--- config.mk ---
export PLATFORM = sky130hd
export DESIGN_NAME = ddrcs_scheduler
export DESIGN_NICKNAME = d
export VERILOG_FILES = /design/src/hdl/ddrcs_pkg.sv /design/src/hdl/ddrcs_fifo_if.sv /design/src/hdl/ddrcs_fifo.sv /design/src/hdl/ddrcs_scheduler.sv
export SDC_FILE = /design/constraint.sdc
export NUM_CORES = 1
export LEC_CHECK = 0
export ABC_AREA = 1
export BUFFER_PORTS_ARGS = -buffer_cell sky130_fd_sc_hd__buf_2
export CORE_MARGIN = 8
export CORE_UTILIZATION = 35
export CTS_BUF_LIST = sky130_fd_sc_hd__clkbuf_8 sky130_fd_sc_hd__clkbuf_16
export CTS_CLUSTER_SIZE = 30
export DETAILED_ROUTE_END_ITERATION = 7
export PLACE_DENSITY_LB_ADDON = 0.1
export SYNTH_ARGS = -nofsm -noshare
export SYNTH_HDL_FRONTEND = slang
export SYNTH_SLANG_ARGS = --single-unit
--- constraint.sdc ---
create_clock -name mclk_in -period 4.88 [get_ports mclk_in]
set_clock_uncertainty 0.05 [all_clocks]
set_input_delay 1.22 -clock mclk_in [delete_from_list [all_inputs] [get_ports mclk_in]]
set_output_delay 1.22 -clock mclk_in [all_outputs]
set_load 0.005 [all_outputs]
--- src/hdl/ddrcs_pkg.sv ---
// Purpose: Shared constants for the DDR command scheduler.
// Assumes: Core clock of 40 MHz; refresh timebase clock of 200 ns.
// Notes:   Cycle counts derive from times in ns.
package ddrcs_pkg;
   localparam int CLK_NS         = 25;
   localparam int REF_CLK_NS     = 200;
   localparam int WORD_W         = 36;
   localparam int CODE_LSB       = 32;
   localparam int CODE_W         = 3;
   localparam int MAX_COL_W      = 13;
   localparam int MAX_ROW_W      = 15;
   localparam int MAX_BANK_W     = 2;
   localparam int FIFO_DEPTH     = 16;
   localparam int AUTO_CLOSE_BIT = 10;
   localparam int WAIT_W         = 16;
   localparam int PIPE_W         = 16;

   // Mode word layout
   localparam int BL_LSB  = 0;
   localparam int BT_BIT  = 3;
   localparam int CAS_LSB = 4;
   localparam logic [2:0] BL2_CODE   = 3'h1;
   localparam logic [2:0] BL4_CODE   = 3'h2;
   localparam logic [2:0] BL8_CODE   = 3'h3;
   localparam logic [2:0] CAS20_CODE = 3'h2;
   localparam logic [2:0] CAS25_CODE = 3'h6;
   localparam logic [2:0] CAS30_CODE = 3'h3;

   // User command codes
   localparam logic [2:0] UCMD_READ  = 3'h5;
   localparam logic [2:0] UCMD_WRITE = 3'h4;
   localparam logic [2:0] UCMD_REF   = 3'h1;
   localparam logic [2:0] UCMD_PRE   = 3'h2;

   // Memory command codes {ras_n, cas_n, we_n}
   localparam logic [2:0] MEM_NOP   = 3'h7;
   localparam logic [2:0] MEM_ACT   = 3'h3;
   localparam logic [2:0] MEM_READ  = 3'h5;
   localparam logic [2:0] MEM_WRITE = 3'h4;
   localparam logic [2:0] MEM_PRE   = 3'h2;
   localparam logic [2:0] MEM_REF   = 3'h1;
   localparam logic [2:0] MEM_MRS   = 3'h0;

   localparam int T_RP_NS   = 20;
   localparam int T_RCD_NS  = 20;
   localparam int T_RFC_NS  = 120;
   localparam int T_MRD_NS  = 15;
   localparam int T_WR_NS   = 15;
   localparam int T_INIT_NS = 200000;
   localparam int T_REFI_NS = 7800;

   function automatic int cyc_up(input int ns);
      int c;
      c = (ns + CLK_NS - 1) / CLK_NS;
      return (c < 1) ? 1 : c;
   endfunction : cyc_up

   localparam int T_RP_CYC   = cyc_up(T_RP_NS);
   localparam int T_RCD_CYC  = cyc_up(T_RCD_NS);
   localparam int T_RFC_CYC  = cyc_up(T_RFC_NS);
   localparam int T_MRD_CYC  = cyc_up(T_MRD_NS);
   localparam int T_WR_CYC   = cyc_up(T_WR_NS);
   localparam int INIT_CYC   = cyc_up(T_INIT_NS);
   localparam int REFI_TICKS = T_REFI_NS / REF_CLK_NS;

   typedef enum {
      ST_POWERUP, ST_INIT_MRS, ST_IDLE, ST_DECODE, ST_PRE, ST_ACT,
      ST_RW, ST_BURST, ST_REF_PRE, ST_REF
   } ddrcs_state_t;
endpackage : ddrcs_pkg

--- src/hdl/ddrcs_fifo_if.sv ---
// Purpose: Valid/ready carrier between queue and scheduler.
// Assumes: Single clock.
// Notes:   Transfer when valid and ready are both high.
`timescale 1ns/100ps
interface ddrcs_fifo_if #(parameter int WIDTH = 36);
   logic             valid;
   logic             ready;
   logic [WIDTH-1:0] data;
   modport src (output valid, output data, input ready);
   modport snk (input valid, input data, output ready);
endinterface : ddrcs_fifo_if

--- src/hdl/ddrcs_fifo.sv ---
// Purpose: Command/address queue in front of the scheduler.
// Assumes: DEPTH is a power of two.
// Notes:   First-word-fall-through; data read straight from the array.
`timescale 1ns/100ps
module ddrcs_fifo #(
   parameter int WIDTH = 36,
   parameter int DEPTH = 16
)(
   input  wire logic             mclk_in,
   input  wire logic             reset_in,
   input  wire logic             in_valid_in,
   input  wire logic [WIDTH-1:0] in_data_in,
   output logic                  in_ready_out,
   ddrcs_fifo_if.src             fifo_out
);
   localparam int AW = $clog2(DEPTH);

   logic [WIDTH-1:0] mem [DEPTH];
   logic [AW:0]      wr_ptr_reg;
   logic [AW:0]      rd_ptr_reg;
   logic             full;
   logic             empty;
   logic             push;
   logic             pop;

   assign full  = (wr_ptr_reg[AW] != rd_ptr_reg[AW]) &&
                  (wr_ptr_reg[AW-1:0] == rd_ptr_reg[AW-1:0]);
   assign empty = (wr_ptr_reg == rd_ptr_reg);
   assign push  = in_valid_in && !full;
   assign pop   = fifo_out.valid && fifo_out.ready;

   assign in_ready_out   = !full;
   assign fifo_out.valid = !empty;
   assign fifo_out.data  = mem[rd_ptr_reg[AW-1:0]];

   always_ff @(posedge mclk_in) begin
      if (push) begin
         mem[wr_ptr_reg[AW-1:0]] <= in_data_in;
      end
   end

   always_ff @(posedge mclk_in or posedge reset_in) begin
      if (reset_in) begin
         wr_ptr_reg <= '0;
         rd_ptr_reg <= '0;
      end else begin
         if (push) begin
            wr_ptr_reg <= wr_ptr_reg + 1'b1;
         end
         if (pop) begin
            rd_ptr_reg <= rd_ptr_reg + 1'b1;
         end
      end
   end
endmodule : ddrcs_fifo

--- src/hdl/ddrcs_scheduler.sv ---
// Purpose: Command and address scheduler of a DDR SDRAM controller.
// Assumes: One open row at a time; refresh timebase on refresh_clk_in.
// Notes:   Unknown user codes are dropped.
//
// Notes on behaviour
// - Each command comes from one 36-bit word.
// - Bit 35 of the word is ignored.
// - Codes 101 read, 100 write, 010 precharge.
// - Code 001 requests a refresh.
// - Burst length 2, 4 or 8, fixed.
// - Burst length and type go in bits 0-3.
// - CAS latency in bits 4-6; 2, 2.5, 3.
// - Read capture enable timed by CAS latency.
// - Registered DIMM adds one clock to data.
// - Precharge before other row; skip same row.
// - Row change from row, bank, chip compare.
// - Column bit 10 never requests auto close.
// - Periodic auto refresh on its own.
// - Refresh waits for current burst end.
// - Row field starts just above column field.
// - Widths, type, timing are compile-time parameters.
// - Up to 13 column, 15 row, 2 bank bits.
`timescale 1ns/100ps
module ddrcs_scheduler
   import ddrcs_pkg::*;
#(
   parameter int BURST_LEN   = 8,
   parameter int BURST_TYPE  = 0,
   parameter int CAS_HALF    = 5,
   parameter int REG_DIMM    = 0,
   parameter int COL_W       = 10,
   parameter int ROW_W       = 13,
   parameter int BANK_W      = 2,
   parameter int CHIP_W      = 1,
   parameter int INIT_CYCLES = INIT_CYC,
   parameter int REFI_COUNT  = REFI_TICKS
)(
   input  wire logic                  mclk_in,
   input  wire logic                  reset_in,
   input  wire logic [WORD_W-1:0]     user_cmd_addr_word_in,
   input  wire logic                  user_valid_in,
   output logic                       user_ready_out,
   input  wire logic                  refresh_clk_in,
   output logic                       cke_out,
   output logic [(1<<CHIP_W)-1:0]     cs_n_out,
   output logic                       ras_n_out,
   output logic                       cas_n_out,
   output logic                       we_n_out,
   output logic [BANK_W-1:0]          ba_out,
   output logic [MAX_ROW_W-1:0]       addr_out,
   output logic                       read_en_out,
   output logic                       write_en_out,
   output logic                       init_done_out
);
   localparam int CS_N   = 1 << CHIP_W;
   localparam int BC     = BURST_LEN / 2;
   localparam int RD_LAT = (CAS_HALF + 1) / 2 + REG_DIMM;
   localparam int WR_LAT = 1 + REG_DIMM;

   ddrcs_fifo_if #(.WIDTH(WORD_W)) q_if ();

   ddrcs_state_t              state_reg, state_next;
   logic [WAIT_W-1:0]         wait_reg, wait_next, refi_reg;
   logic [WORD_W-1:0]         cur_reg;
   logic [2:0]                cmd_reg, cmd_next;
   logic [CS_N-1:0]           cs_n_reg, cs_n_next;
   logic [BANK_W-1:0]         ba_reg, ba_next;
   logic [MAX_ROW_W-1:0]      addr_reg, addr_next;
   logic [MAX_ROW_W-1:0]      cur_row, cur_bank, cur_chip;
   logic [MAX_ROW_W-1:0]      open_row_reg, open_bank_reg, open_chip_reg;
   logic [MAX_ROW_W-1:0]      mode_word;
   logic                      open_valid_reg, open_set, open_clear;
   logic                      same_row, cur_rw, pop;
   logic                      ref_pend_reg, ref_done, user_ref_set;
   logic                      refi_wrap, init_done_reg;
   logic                      rclk_meta_reg, rclk_sync_reg, rclk_prev_reg;
   logic                      rd_start, wr_start, rd_en_reg, wr_en_reg;
   logic [PIPE_W-1:0]         rd_pipe_reg, wr_pipe_reg;

   // fields up to 15 bits
   // Pick a field of the word, zero-extended
   function automatic logic [MAX_ROW_W-1:0] field(
      input logic [WORD_W-1:0] w, input int lsb, input int width);
      logic [MAX_ROW_W-1:0] f;
      f = '0;
      for (int i = 0; i < width; i++) begin
         f[i] = w[lsb + i];
      end
      return f;
   endfunction : field

   // Column onto pins, stepping over the auto close bit
   function automatic logic [MAX_ROW_W-1:0] col_pins(
      input logic [WORD_W-1:0] w);
      logic [MAX_ROW_W-1:0] a;
      a = '0;
      for (int i = 0; i < COL_W; i++) begin
         if (i < AUTO_CLOSE_BIT) begin
            a[i] = w[i];
         end else begin
            a[i + 1] = w[i];
         end
      end
      return a;
   endfunction : col_pins

   function automatic logic [CS_N-1:0] cs_of(
      input logic [MAX_ROW_W-1:0] chip);
      logic [CS_N-1:0] c;
      c = '1;
      c[chip[CHIP_W-1:0]] = 1'b0;
      return c;
   endfunction : cs_of

   ddrcs_fifo #(.WIDTH(WORD_W), .DEPTH(FIFO_DEPTH)) u_fifo (
      .mclk_in      (mclk_in),
      .reset_in     (reset_in),
      .in_valid_in  (user_valid_in),
      .in_data_in   (user_cmd_addr_word_in),
      .in_ready_out (user_ready_out),
      .fifo_out     (q_if.src)
   );

   assign cur_row  = field(cur_reg, COL_W, ROW_W);
   assign cur_bank = field(cur_reg, COL_W + ROW_W, BANK_W);
   assign cur_chip = field(cur_reg, COL_W + ROW_W + BANK_W, CHIP_W);
   assign same_row = (cur_row == open_row_reg) &&
                     (cur_bank == open_bank_reg) &&
                     (cur_chip == open_chip_reg);
   assign cur_rw = (cur_reg[CODE_LSB +: CODE_W] == UCMD_READ) ||
                   (cur_reg[CODE_LSB +: CODE_W] == UCMD_WRITE);
   assign q_if.ready = pop;

   always_comb begin
      mode_word = '0;
      mode_word[BT_BIT] = (BURST_TYPE != 0);
      case (BURST_LEN)
         2: mode_word[BL_LSB +: 3] = BL2_CODE;
         4: mode_word[BL_LSB +: 3] = BL4_CODE;
         default: mode_word[BL_LSB +: 3] = BL8_CODE;
      endcase
      case (CAS_HALF)
         4: mode_word[CAS_LSB +: 3] = CAS20_CODE;
         6: mode_word[CAS_LSB +: 3] = CAS30_CODE;
         default: mode_word[CAS_LSB +: 3] = CAS25_CODE;
      endcase
   end

   always_comb begin
      state_next   = state_reg;
      wait_next    = (wait_reg == '0) ? '0 : wait_reg - 1'b1;
      cmd_next     = MEM_NOP;
      cs_n_next    = '1;
      ba_next      = cur_bank[BANK_W-1:0];
      addr_next    = '0;
      pop          = 1'b0;
      open_set     = 1'b0;
      open_clear   = 1'b0;
      ref_done     = 1'b0;
      user_ref_set = 1'b0;
      rd_start     = 1'b0;
      wr_start     = 1'b0;
      case (state_reg)
         ST_POWERUP: begin
            if (wait_reg == '0) begin
               cmd_next  = MEM_PRE;
               cs_n_next = '0;
               addr_next[AUTO_CLOSE_BIT] = 1'b1;
               wait_next = WAIT_W'(T_RP_CYC - 1);
               state_next = ST_INIT_MRS;
            end
         end
         ST_INIT_MRS: begin
            if (wait_reg == '0) begin
               cmd_next   = MEM_MRS;
               cs_n_next  = '0;
               ba_next    = '0;
               addr_next  = mode_word;
               wait_next  = WAIT_W'(T_MRD_CYC - 1);
               state_next = ST_IDLE;
            end
         end
         ST_IDLE: begin
            if (wait_reg != '0) begin
               state_next = ST_IDLE;
            end else if (ref_pend_reg) begin
               state_next = ST_REF_PRE;
            end else if (q_if.valid) begin
               pop        = 1'b1;
               state_next = ST_DECODE;
            end
         end
         ST_DECODE: begin
            case (cur_reg[CODE_LSB +: CODE_W])
               UCMD_READ, UCMD_WRITE: begin
                  if (open_valid_reg && same_row) begin
                     state_next = ST_RW;
                  end else if (open_valid_reg) begin
                     state_next = ST_PRE;
                  end else begin
                     state_next = ST_ACT;
                  end
               end
               UCMD_REF: begin
                  user_ref_set = 1'b1;
                  state_next   = ST_IDLE;
               end
               UCMD_PRE: state_next = ST_PRE;
               default: state_next = ST_IDLE;
            endcase
         end
         ST_PRE: begin
            if (wait_reg == '0) begin
               cmd_next   = MEM_PRE;
               cs_n_next  = '0;
               addr_next[AUTO_CLOSE_BIT] = 1'b1;
               open_clear = 1'b1;
               wait_next  = WAIT_W'(T_RP_CYC - 1);
               state_next = cur_rw ? ST_ACT : ST_IDLE;
            end
         end
         ST_ACT: begin
            if (wait_reg == '0) begin
               cmd_next   = MEM_ACT;
               cs_n_next  = cs_of(cur_chip);
               addr_next  = cur_row;
               open_set   = 1'b1;
               wait_next  = WAIT_W'(T_RCD_CYC - 1);
               state_next = ST_RW;
            end
         end
         ST_RW: begin
            if (wait_reg == '0) begin
               addr_next = col_pins(cur_reg);
               cs_n_next = cs_of(cur_chip);
               if (cur_reg[CODE_LSB +: CODE_W] == UCMD_READ) begin
                  cmd_next  = MEM_READ;
                  rd_start  = 1'b1;
                  wait_next = WAIT_W'(BC - 1);
               end else begin
                  cmd_next  = MEM_WRITE;
                  wr_start  = 1'b1;
                  wait_next = WAIT_W'(BC + WR_LAT + T_WR_CYC - 1);
               end
               state_next = ST_BURST;
            end
         end
         ST_BURST: begin
            if (wait_reg == '0) begin
               state_next = ST_IDLE;
            end
         end
         ST_REF_PRE: begin
            if (wait_reg == '0) begin
               if (open_valid_reg) begin
                  cmd_next   = MEM_PRE;
                  cs_n_next  = '0;
                  addr_next[AUTO_CLOSE_BIT] = 1'b1;
                  open_clear = 1'b1;
                  wait_next  = WAIT_W'(T_RP_CYC - 1);
               end
               state_next = ST_REF;
            end
         end
         ST_REF: begin
            if (wait_reg == '0) begin
               cmd_next   = MEM_REF;
               cs_n_next  = '0;
               ref_done   = 1'b1;
               wait_next  = WAIT_W'(T_RFC_CYC - 1);
               state_next = ST_IDLE;
            end
         end
         default: state_next = ST_IDLE;
      endcase
   end

   always_ff @(posedge mclk_in or posedge reset_in) begin
      if (reset_in) begin
         state_reg <= ST_POWERUP;
         wait_reg  <= WAIT_W'(INIT_CYCLES - 1);
      end else begin
         state_reg <= state_next;
         wait_reg  <= wait_next;
      end
   end

   always_ff @(posedge mclk_in or posedge reset_in) begin
      if (reset_in) begin
         cur_reg <= '0;
      end else if (pop) begin
         cur_reg <= q_if.data;
      end
   end

   always_ff @(posedge mclk_in or posedge reset_in) begin
      if (reset_in) begin
         cmd_reg  <= MEM_NOP;
         cs_n_reg <= '1;
         ba_reg   <= '0;
         addr_reg <= '0;
      end else begin
         cmd_reg  <= cmd_next;
         cs_n_reg <= cs_n_next;
         ba_reg   <= ba_next;
         addr_reg <= addr_next;
      end
   end

   always_ff @(posedge mclk_in or posedge reset_in) begin
      if (reset_in) begin
         open_valid_reg <= 1'b0;
         open_row_reg   <= '0;
         open_bank_reg  <= '0;
         open_chip_reg  <= '0;
      end else if (open_set) begin
         open_valid_reg <= 1'b1;
         open_row_reg   <= cur_row;
         open_bank_reg  <= cur_bank;
         open_chip_reg  <= cur_chip;
      end else if (open_clear) begin
         open_valid_reg <= 1'b0;
      end
   end

   always_ff @(posedge mclk_in or posedge reset_in) begin
      if (reset_in) begin
         init_done_reg <= 1'b0;
      end else if (state_reg == ST_INIT_MRS && wait_reg == '0) begin
         init_done_reg <= 1'b1;
      end
   end

   // Refresh timebase synchroniser
   always_ff @(posedge mclk_in or posedge reset_in) begin
      if (reset_in) begin
         rclk_meta_reg <= 1'b0;
         rclk_sync_reg <= 1'b0;
         rclk_prev_reg <= 1'b0;
      end else begin
         rclk_meta_reg <= refresh_clk_in;
         rclk_sync_reg <= rclk_meta_reg;
         rclk_prev_reg <= rclk_sync_reg;
      end
   end

   assign refi_wrap = rclk_sync_reg && !rclk_prev_reg &&
                      (refi_reg == WAIT_W'(REFI_COUNT - 1));
   always_ff @(posedge mclk_in or posedge reset_in) begin
      if (reset_in) begin
         refi_reg <= '0;
      end else if (rclk_sync_reg && !rclk_prev_reg) begin
         refi_reg <= refi_wrap ? '0 : refi_reg + 1'b1;
      end
   end

   // Set wins over clear
   always_ff @(posedge mclk_in or posedge reset_in) begin
      if (reset_in) begin
         ref_pend_reg <= 1'b0;
      end else if (refi_wrap || user_ref_set) begin
         ref_pend_reg <= 1'b1;
      end else if (ref_done) begin
         ref_pend_reg <= 1'b0;
      end
   end

   always_ff @(posedge mclk_in or posedge reset_in) begin
      if (reset_in) begin
         rd_pipe_reg <= '0;
         wr_pipe_reg <= '0;
         rd_en_reg   <= 1'b0;
         wr_en_reg   <= 1'b0;
      end else begin
         rd_pipe_reg <= {rd_pipe_reg[PIPE_W-2:0], rd_start};
         wr_pipe_reg <= {wr_pipe_reg[PIPE_W-2:0], wr_start};
         rd_en_reg   <= |rd_pipe_reg[RD_LAT-1 +: BC];
         wr_en_reg   <= |wr_pipe_reg[WR_LAT-1 +: BC];
      end
   end

   assign cke_out       = init_done_reg || state_reg != ST_POWERUP;
   assign cs_n_out      = cs_n_reg;
   assign ras_n_out     = cmd_reg[2];
   assign cas_n_out     = cmd_reg[1];
   assign we_n_out      = cmd_reg[0];
   assign ba_out        = ba_reg;
   assign addr_out      = addr_reg;
   assign read_en_out   = rd_en_reg;
   assign write_en_out  = wr_en_reg;
   assign init_done_out = init_done_reg;
endmodule : ddrcs_scheduler

After elaboration in Yosys (flattened, before gate mapping)
Memory sizes are Yosys's and may differ from the RTL's. A register that Yosys moved wholly into a read port is not among the register bits.
Cells that the tools add are included.
Widths: inputs -> output; s select.

operators by class
  mux-type cells = 71
  bitwise logic cells = 1
  reduce and logical (&&, ||, !) cells = 31
  order comparisons = 2
  equality and inequality tests = 28
  add/subtract/negate cells = 4

operators with widths
  kind                   count
  $mux 32                9
  $pmux 32 s8            1
  $eq 32x3->1 const B    4
  $mux 16                7
  $eq 32x2->1 const B    3
  $eq 32x4->1 const B    2
  $pmux 16 s4            1
  $pmux 32 s2            1
  $eq 32x1->1 const B    1
  $logic_not 32->1       1
  $reduce_bool 32->1     1
  $pmux 10 s3            1
  $mux 3                 9
  $mux 1                 26
  $pmux 3 s6             1
  $add 16x1->16 const B  1
  $eq 16x6->1 const B    1
  $logic_not 16->1       1
  $reduce_bool 16->1     1
  $reduce_or 4->1        4
  $sub 16x1->16 const B  1
  $mux 2                 7
  $eq 13x13->1           1
  $mux 13                1
  other kinds (29)       51

storage, ports and cells
  bits in writable memories = 576
  word-level logic and storage cells = 160
  input port bits = 40
  bits in registers = 130
  memories kept = 1

memory list
  name        words  bits a word  rd ports  clocked after memory_dff  wr ports  line              text
  u_fifo.mem  16     36           1         1                         1         ddrcs_fifo.sv:18  logic [WIDTH-1:0] mem [DEPTH];

Logic depth before layout (Yosys ltp)
Gate-level depths: netlist of run 1.

  word-level depth = 7
  depth in mapped cells = 13

Cells and area by module
A second synthesis of run 1 with hierarchy kept.

unflattened totals
  cells, all modules = 2,703
  area total of the unflattened synthesis = 29,423.2 µm²

modules (own cells, without submodules)
  module           cells an instance  area each (µm²)  times used  sequential area each (µm²)
  ddrcs_fifo       2,080              23,979.2         1           17,546.8
  ddrcs_scheduler  623                5,444.0          1           2,997.9

Worst setup path after synthesis of run 1
Ideal clock, no wire load.

  path type = input to register
  start = input port user_valid_in
  end = memory u_fifo.mem[11][0], enable pin
  data arrival time = 2.778 ns
  path slack = 1.637 ns
  stages = 4
  buffers on the path = 0
  setup time = 0.415 ns
  cell sequence = nand2_1 > inv_2 > nand3_1 > nor2_1

between the ends
  cells in the longest elaborated chain, start to end = 3

ends and longest elaborated chain
  element                       line                   text
  start, declared               ddrcs_scheduler.sv:41  input wire logic user_valid_in,
  $logic_and 1x1->1             ddrcs_fifo.sv:29       assign push = in_valid_in && !full;
  $mux 1                        ddrcs_fifo.sv:37       if (push) begin
  $mux 1 (implied by the code)  ddrcs_fifo.sv:38       mem[wr_ptr_reg[AW-1:0]] <= in_data_in;
  end, declared                 ddrcs_fifo.sv:18

No other way between the ends.

Worst setup path in the final report of run 1
  start = register u_fifo.rd_ptr_reg[1]
  end = output port user_ready_out

between the ends
  cells in the longest elaborated chain, start to end = 3

ends and longest elaborated chain
  element                 line                   text
  start, declared         ddrcs_fifo.sv:20       logic [AW:0] rd_ptr_reg;
  start signal, assigned  ddrcs_fifo.sv:51       rd_ptr_reg <= rd_ptr_reg + 1'b1;
  $eq 4x4->1              ddrcs_fifo.sv:27       (wr_ptr_reg[AW-1:0] == rd_ptr_reg[AW-1:0]);
  $logic_and 1x1->1       ddrcs_fifo.sv:26       assign full = (wr_ptr_reg[AW] != rd_ptr_reg[AW]) &&
  $logic_not 1->1         ddrcs_fifo.sv:32       assign in_ready_out = !full;
  end, declared           ddrcs_scheduler.sv:42  output logic user_ready_out,

No other way between the ends.

==> results of run 1 <==
==> cell usage after synthesis, drive strengths merged (2+ instances only) <==
cell	count	share of area, %
nor4	2	0.052
o211ai	63	2.0
nor3	23	0.56
dfrtp	113	12
nand3	83	1.8
xnor2	7	0.25
or4	2	0.062
o21ai	342	7.1
nand2	244	3.8
mux2i	2	0.083
ha	9	0.46
nor2	450	7.1
edfxtp	464	57
clkinv	2	0.031
a21oi	22	0.47
clkbuf	43	0.67
nand4	11	0.37
xor2	25	0.93
o22ai	3	0.077
and3	2	0.052
buf	65	1.5
dfstp	16	1.7
inv	105	1.6
==> worst paths after layout <==
kind	end	slack [ns]	cells after the start
setup / recovery	user_ready_out	1.55	4
hold / removal	rd_pipe_reg[2]$_DFF_PP0_	0.30	0
setup reg to reg	u_fifo.mem[1][13]$_DFFE_PP_	1.63	7
hold reg to reg	rd_pipe_reg[2]$_DFF_PP0_	0.30	0
max in group asynchronous	refi_reg[7]$_DFFE_PP0P_	3.09	3
min in group asynchronous	open_row_reg[11]$_DFFE_PP0P_	0.81	2
==> logic make-up after synthesis <==
family	after synthesis
buf+inv	215
xor+xnor	32
fa+ha+maj	9
simple gates	818
compound gates	435
other cells	1
mux	2
flops	593
==> area by class of cell <==
class / count / area (µm²) / area share (%)
clock buffers: 76 / 1830 / 6.62
clock inverters: 45 / 358 / 1.29
inverters: 107 / 412 / 1.49
multi-input cells: 1298 / 6260 / 22.6
flip-flops and latches: 593 / 17200 / 62.0
well taps: 931 / 1160 / 4.20
repair buffers: 80 / 483 / 1.74
==> per-layer routing <==
metal,GRT usage [%],routed length (µm),up-vias
met3,3.21,2780,86
met1,22.4,30000,7521
li1,-,-,7400
met4,4.45,1460,2
met2,24.8,28100,308
met5,0,13,-
==> power by group through the flow <==
stage	Sequential [mW]	Clock [mW]	Combinational, mW
2_1_floorplan	6.45	0	2.70
3_3_place_gp	6.59	0	3.92
3_5_place_dp	6.61	0	3.94
4_1_cts	6.51	5.13	3.96
5_1_grt	6.57	5.29	4.41
6_report	6.50	4.98	3.87
==> worst max-delay path, delay by kind of cell (launching register included) <==
| family | cells | cell delay [ns] |
|---|---|---|
| DFF | 1 | 0.66 |
| and+or+nand+nor | 2 | 0.38 |
| xor gates and xnor gates | 1 | 0.23 |
| buffers and inverters | 1 | 0.18 |
==> stage by stage <==
step | util, % | total power, mW | std cells | instance area, µm²
final | 40.4 | 15.4 | 3130 | 27700
after global routing | 40.4 | 16.3 | 3130 | 27700
after CTS | 40.4 | 15.6 | 3130 | 27700
after detailed placement | 37.2 | 10.5 | 3009 | 25500
after global placement | 37.2 | 10.5 | 3009 | 25500
after floorplan | - | 9.15 | 2106 | 24200
==> flow_summary.json, run 1 <==
{
  "outcome": "finished clean",
  "ctsHoldBuffers": 0,
  "cts_tree": "done",
  "clkTransAtPathRegs_ns": 0.06,
  "r2r-start": "u_fifo.rd_ptr_reg[1]$_DFFE_PP0P_",
  "grt_pass1_wl_um": 95300,
  "rsz0062_at_grt": "no",
  "grt-ovfl-total": 0,
  "post-route-worst-setup-slack_ns": 1.55,
  "vias": 15300,
  "grt_max_degree": 169,
  "maxCapViolCount": 0,
  "synth_cell_types": 46,
  "clockBufferDepth": 3,
  "p_comb_share_pct": 25.2,
  "crit_path_end_kind": "primary output",
  "synthCells": 2105,
  "largest_reg_flops": 464,
  "rows": 96,
  "start_util_pct": 35.3,
  "final_common_cell": "edfxtp_1",
  "portBuffers": 57,
  "root_buffer": "clkbuf_16",
  "synth_seq_cells": 593,
  "num-fill-cells": 6568,
  "crit_chain": "xor2_1 > nor2_1 > nand3_1 > buf_2",
  "max_freq_ghz": 0.300,
  "antenna_found_initial": 2,
  "worst_pin_slew_ns": 1.24,
  "ys_warn_count": 0,
  "pre_cts_ws_ns": 1.41,
  "sw_frac_of_total_pct": 33.6,
  "io_pins": 67,
  "cts_sinks": 593,
  "grt_pass1_vias": 15200,
  "initialDrtViolationCount": 1050,
  "powerDensity_nw_per_um2": 554,
  "n_antenna_cell": 0,
  "cp-start-kind": "flop",
  "finalHoldViolCount": 0,
  "crit_slowest_cell": "dfrtp_4",
  "die_area_um2": 77900,
  "holdWs_ns": 0.299,
  "slew_viol_final": 0,
  "synth_fa_ha_area_share_pct": 0.465,
  "hp-start": "rd_pipe_reg[1]$_DFF_PP0_",
  "drt-pass1-iter-count": 7,
  "fin_crit_ns": 3.33,
  "crit_type": "flop to primary output",
  "postSynthAreaPerCell_um2": 11.5,
  "coreArea_um2": 68600,
  "tns_ns": 0,
  "cts_resized": 0,
  "cts_made_buffers": 67,
  "track_usage_pct": 15.9,
  "totalWireLength_um": 62300,
  "synthSimpleGateAreaFrac_pct": 13.8,
  "ys_seq_area_share_pct": 70.9,
  "setup_viol": 0,
  "layout.nets": 2196,
  "hp-class": "flop to flop",
  "post_drt_wl_per_cell_um": 19.9,
  "cts_setup_buffers": 0,
  "fin_crit_sh_pct": 68.2,
  "synth_area_um2": 24200,
  "synth_top_family_by_area": "simple AND/OR/NAND/NOR gates",
  "sequentialPowerShare_pct": 42.3,
  "die-height_um": 279,
  "synthArstFlopShare_pct": 21.8,
  "hpwl_um": 36500,
  "muxShareOfSynthArea_pct": 0.0826,
  "synth-compound-area-share_pct": 9.76,
  "htree_levels": 3,
  "crit_start": "u_fifo.rd_ptr_reg[1]$_DFFE_PP0P_",
  "syn2layout_area_growth_pct": 14.3,
  "synth_top_flop_cell": "edfxtp_1",
  "die_w_um": 279,
  "drc": 0,
  "maxSlewHeadroom_pct": 17.4,
  "p_sw_mw": 5.16,
  "detail-route-antenna-nets": 0,
  "gp_congestion": 0.809,
  "p_int_mw": 10.2,
  "p_clk_share_pct": 32.5,
  "required_ns": 3.61,
  "peakVddDrop_v": 0.000302,
  "arrival_ns": 2.06,
  "synth-edff-count": 464,
  "final_cell_mix": "edfxtp_1, nor2_1, o21ai_0",
  "drive_above_1_share_pct": 11.2,
  "worstSkewPairLatency_ns": 0.61,
  "cp_max_fo": 40,
  "synth_xor_xnor_area_share_pct": 1.19,
  "leakage_nw": 10.0,
  "slowest_delay_ns": 0.66,
  "viasPerCell": 4.89
}
No activity file was read; power rests on OpenSTA's default activity.
==> inputs of run 2 (changes only) <==
==> constraint.sdc (replaced) <==
create_clock -name mclk_in -period 2.7 [get_ports mclk_in]
set_clock_uncertainty 0.05 [all_clocks]
set_input_delay 0.675 -clock mclk_in [delete_from_list [all_inputs] [get_ports mclk_in]]
set_output_delay 0.675 -clock mclk_in [all_outputs]
set_load 0.005 [all_outputs]
==> run 2 against run 1 <==
Effect of this change: worst hold slack worse by 0.15 ns; final cell count grew 1.5%; die area is the same; critical path type unchanged; highest routed layer is now met4.
==> flow_summary.json, run 2 (synthesis gave the netlist of run 1 again) <==
{
  "outcome": "finished clean",
  "totalWireLength_um": 63100,
  "crit_path_end_kind": "primary output",
  "post_drt_wl_per_cell_um": 19.9,
  "crit_slowest_cell": "dfrtp_4",
  "final_common_cell": "edfxtp_1",
  "cts_resized": 0,
  "rows": 96,
  "final_cells": 3177,
  "num-fill-cells": 6544,
  "drive_above_1_share_pct": 13.1,
  "grt-ovfl-total": 0,
  "cts_tree": "done",
  "hp-class": "primary input to flop",
  "grt_pass1_wl_um": 96800,
  "syn2layout_area_growth_pct": 16.3,
  "multiInputGateArea_um2": 6260,
  "cts_sinks": 593,
  "detail-route-antenna-nets": 0,
  "crit_start": "u_fifo.rd_ptr_reg[0]$_DFFE_PP0P_",
  "grt_max_degree": 112,
  "regArea_um2": 17200,
  "die-height_um": 279,
  "hold_end": "rclk_meta_reg$_DFF_PP0_",
  "cts_made_buffers": 69,
  "arrival_ns": 1.83,
  "initialDrtViolationCount": 1094,
  "final_cell_mix": "edfxtp_1, nor2_1, o21ai_0",
  "coreArea_um2": 68600,
  "cts_setup_buffers": 0,
  "vias": 15600,
  "start_util_pct": 35.3,
  "layout.nets": 2239,
  "clockBufferDepth": 3,
  "gp_congestion": 0.793,
  "portBuffers": 57,
  "largest_reg_flops": 464,
  "fin_crit_ns": 2.55,
  "crit_chain": "xor2_1 > nor2_1 > nand3_1 > buf_2",
  "htree_levels": 3,
  "placedCellCount": 3049,
  "crit_type": "flop to primary output",
  "maxSlewHeadroom_pct": 32.2,
  "setup_viol": 0,
  "finalHoldViolCount": 0,
  "worstRegToRegCells": 8,
  "holdPathStages": 1,
  "track_usage_pct": 16.2,
  "drc": 0,
  "root_buffer": "clkbuf_16",
  "cp_max_fo": 5,
  "powerDensity_nw_per_um2": 986,
  "r2r-start": "u_fifo.rd_ptr_reg[0]$_DFFE_PP0P_",
  "io_pins": 67,
  "hp-start": "refresh_clk_in",
  "slowest_delay_ns": 0.53,
  "die_w_um": 279,
  "r2r_end": "u_fifo.mem[10][22]$_DFFE_PP_",
  "cp-start-kind": "flop",
  "max_freq_ghz": 0.392,
  "clkTransAtPathRegs_ns": 0.06,
  "slew_viol_final": 0,
  "holdWs_ns": 0.149,
  "leakage_nw": 10.3,
  "die_area_um2": 77900,
  "worst_pin_slew_ns": 1.01,
  "rsz0062_at_grt": "no",
  "worstSkewPairLatency_ns": 0.60,
  "peakVddDrop_v": 0.000626,
  "drt-pass1-iter-count": 7,
  "fin_crit_sh_pct": 94.6,
  "hpwl_um": 37700,
  "viasPerCell": 4.91,
  "regToRegSetupSlack_ns": 0.24,
  "maxCapViolCount": 0,
  "grt_pass1_vias": 15400,
  "required_ns": 1.98,
  "antenna_found_initial": 0
}
run 2: changes by cell type in the layout (fill, tap and decap cells not counted), moves of 4 or more:
cell,change
clkinv_1,+6
buf_12,+14
clkinv_2,+9
clkbuf_8,-4
buf_4,+26
inv_1,-7
run 2: repair_timing:
action,in CTS,in global routing
hold buffers,1,0
hold endpoints to repair,13,0
setup endpoints to repair,0,0
run 2: critical path: cells and delay by family (launching register included):
kind / cells / cell delay, ns
xor gates and xnor gates: 1 / 0.16
buffers and inverters: 1 / 0.18
DFF: 1 / 0.53
and+or+nand+nor: 2 / 0.36
run 2: area by class of cell:
| class | instances | share of cell area, % |
|---|---|---|
| sequential | 593 | 61.0 |
| multi-input combinational | 1298 | 22.2 |
| clock buffer | 72 | 6.31 |
| tap | 931 | 4.13 |
| timing repair buffer | 121 | 3.44 |
| inverter | 107 | 1.46 |
| clock inverter | 54 | 1.40 |
| antenna | 1 | 0.00888 |
run 2: layer usage:
layer / wire, µm / vias up / global-route usage, % / part of all wire [%]
met5: 0 / - / 0 / 0
met4: 1360 / 0 / 4.73 / 2.2
met3: 2920 / 83 / 2.94 / 4.6
met2: 29200 / 303 / 25.7 / 46
met1: 29700 / 7731 / 22.5 / 47
li1: - / 7488 / - / -
run 2: worst max-delay path by stage:
| stage | end | slack, ns |
|---|---|---|
| after global routing | user_ready_out | 0.0003 |
| final | user_ready_out | 0.15 |
| after CTS | user_ready_out | 0.09 |
| after detailed placement | u_fifo.mem[10][1]$_DFFE_PP_ | 0.25 |
| after global placement | u_fifo.mem[10][1]$_DFFE_PP_ | 0.29 |
| after floorplan | u_fifo.mem[11][0]$_DFFE_PP_ | -0.18 |
run 2: report_power, final:
group | switching (mW) | total [mW] | internal (mW) | leakage [nW]
sequential | 0.585 | 11.7 | 11.1 | 5.82
clock | 3.69 | 8.94 | 5.25 | 1.13
combinational | 4.97 | 7.15 | 2.18 | 3.31
total | 9.24 | 27.8 | 18.5 | 10.3
run 2: metrics by stage:
| step | area (µm²) | util, % | power (mW) | setup TNS (ns) | worst slack (ns) |
|---|---|---|---|---|---|
| after detailed placement | 26000 | 37.9 | 19.1 | 0 | 0.245 |
| after global placement | 26000 | 37.9 | 19.1 | 0 | 0.292 |
| after CTS | 28200 | 41.1 | 28.2 | 0 | 0.0924 |
| after global routing | 28200 | 41.1 | 29.5 | 0 | 0.000263 |
| final | 28200 | 41.1 | 27.8 | 0 | 0.147 |
| after floorplan | 24200 | - | 16.5 | -67.72 | -0.178 |
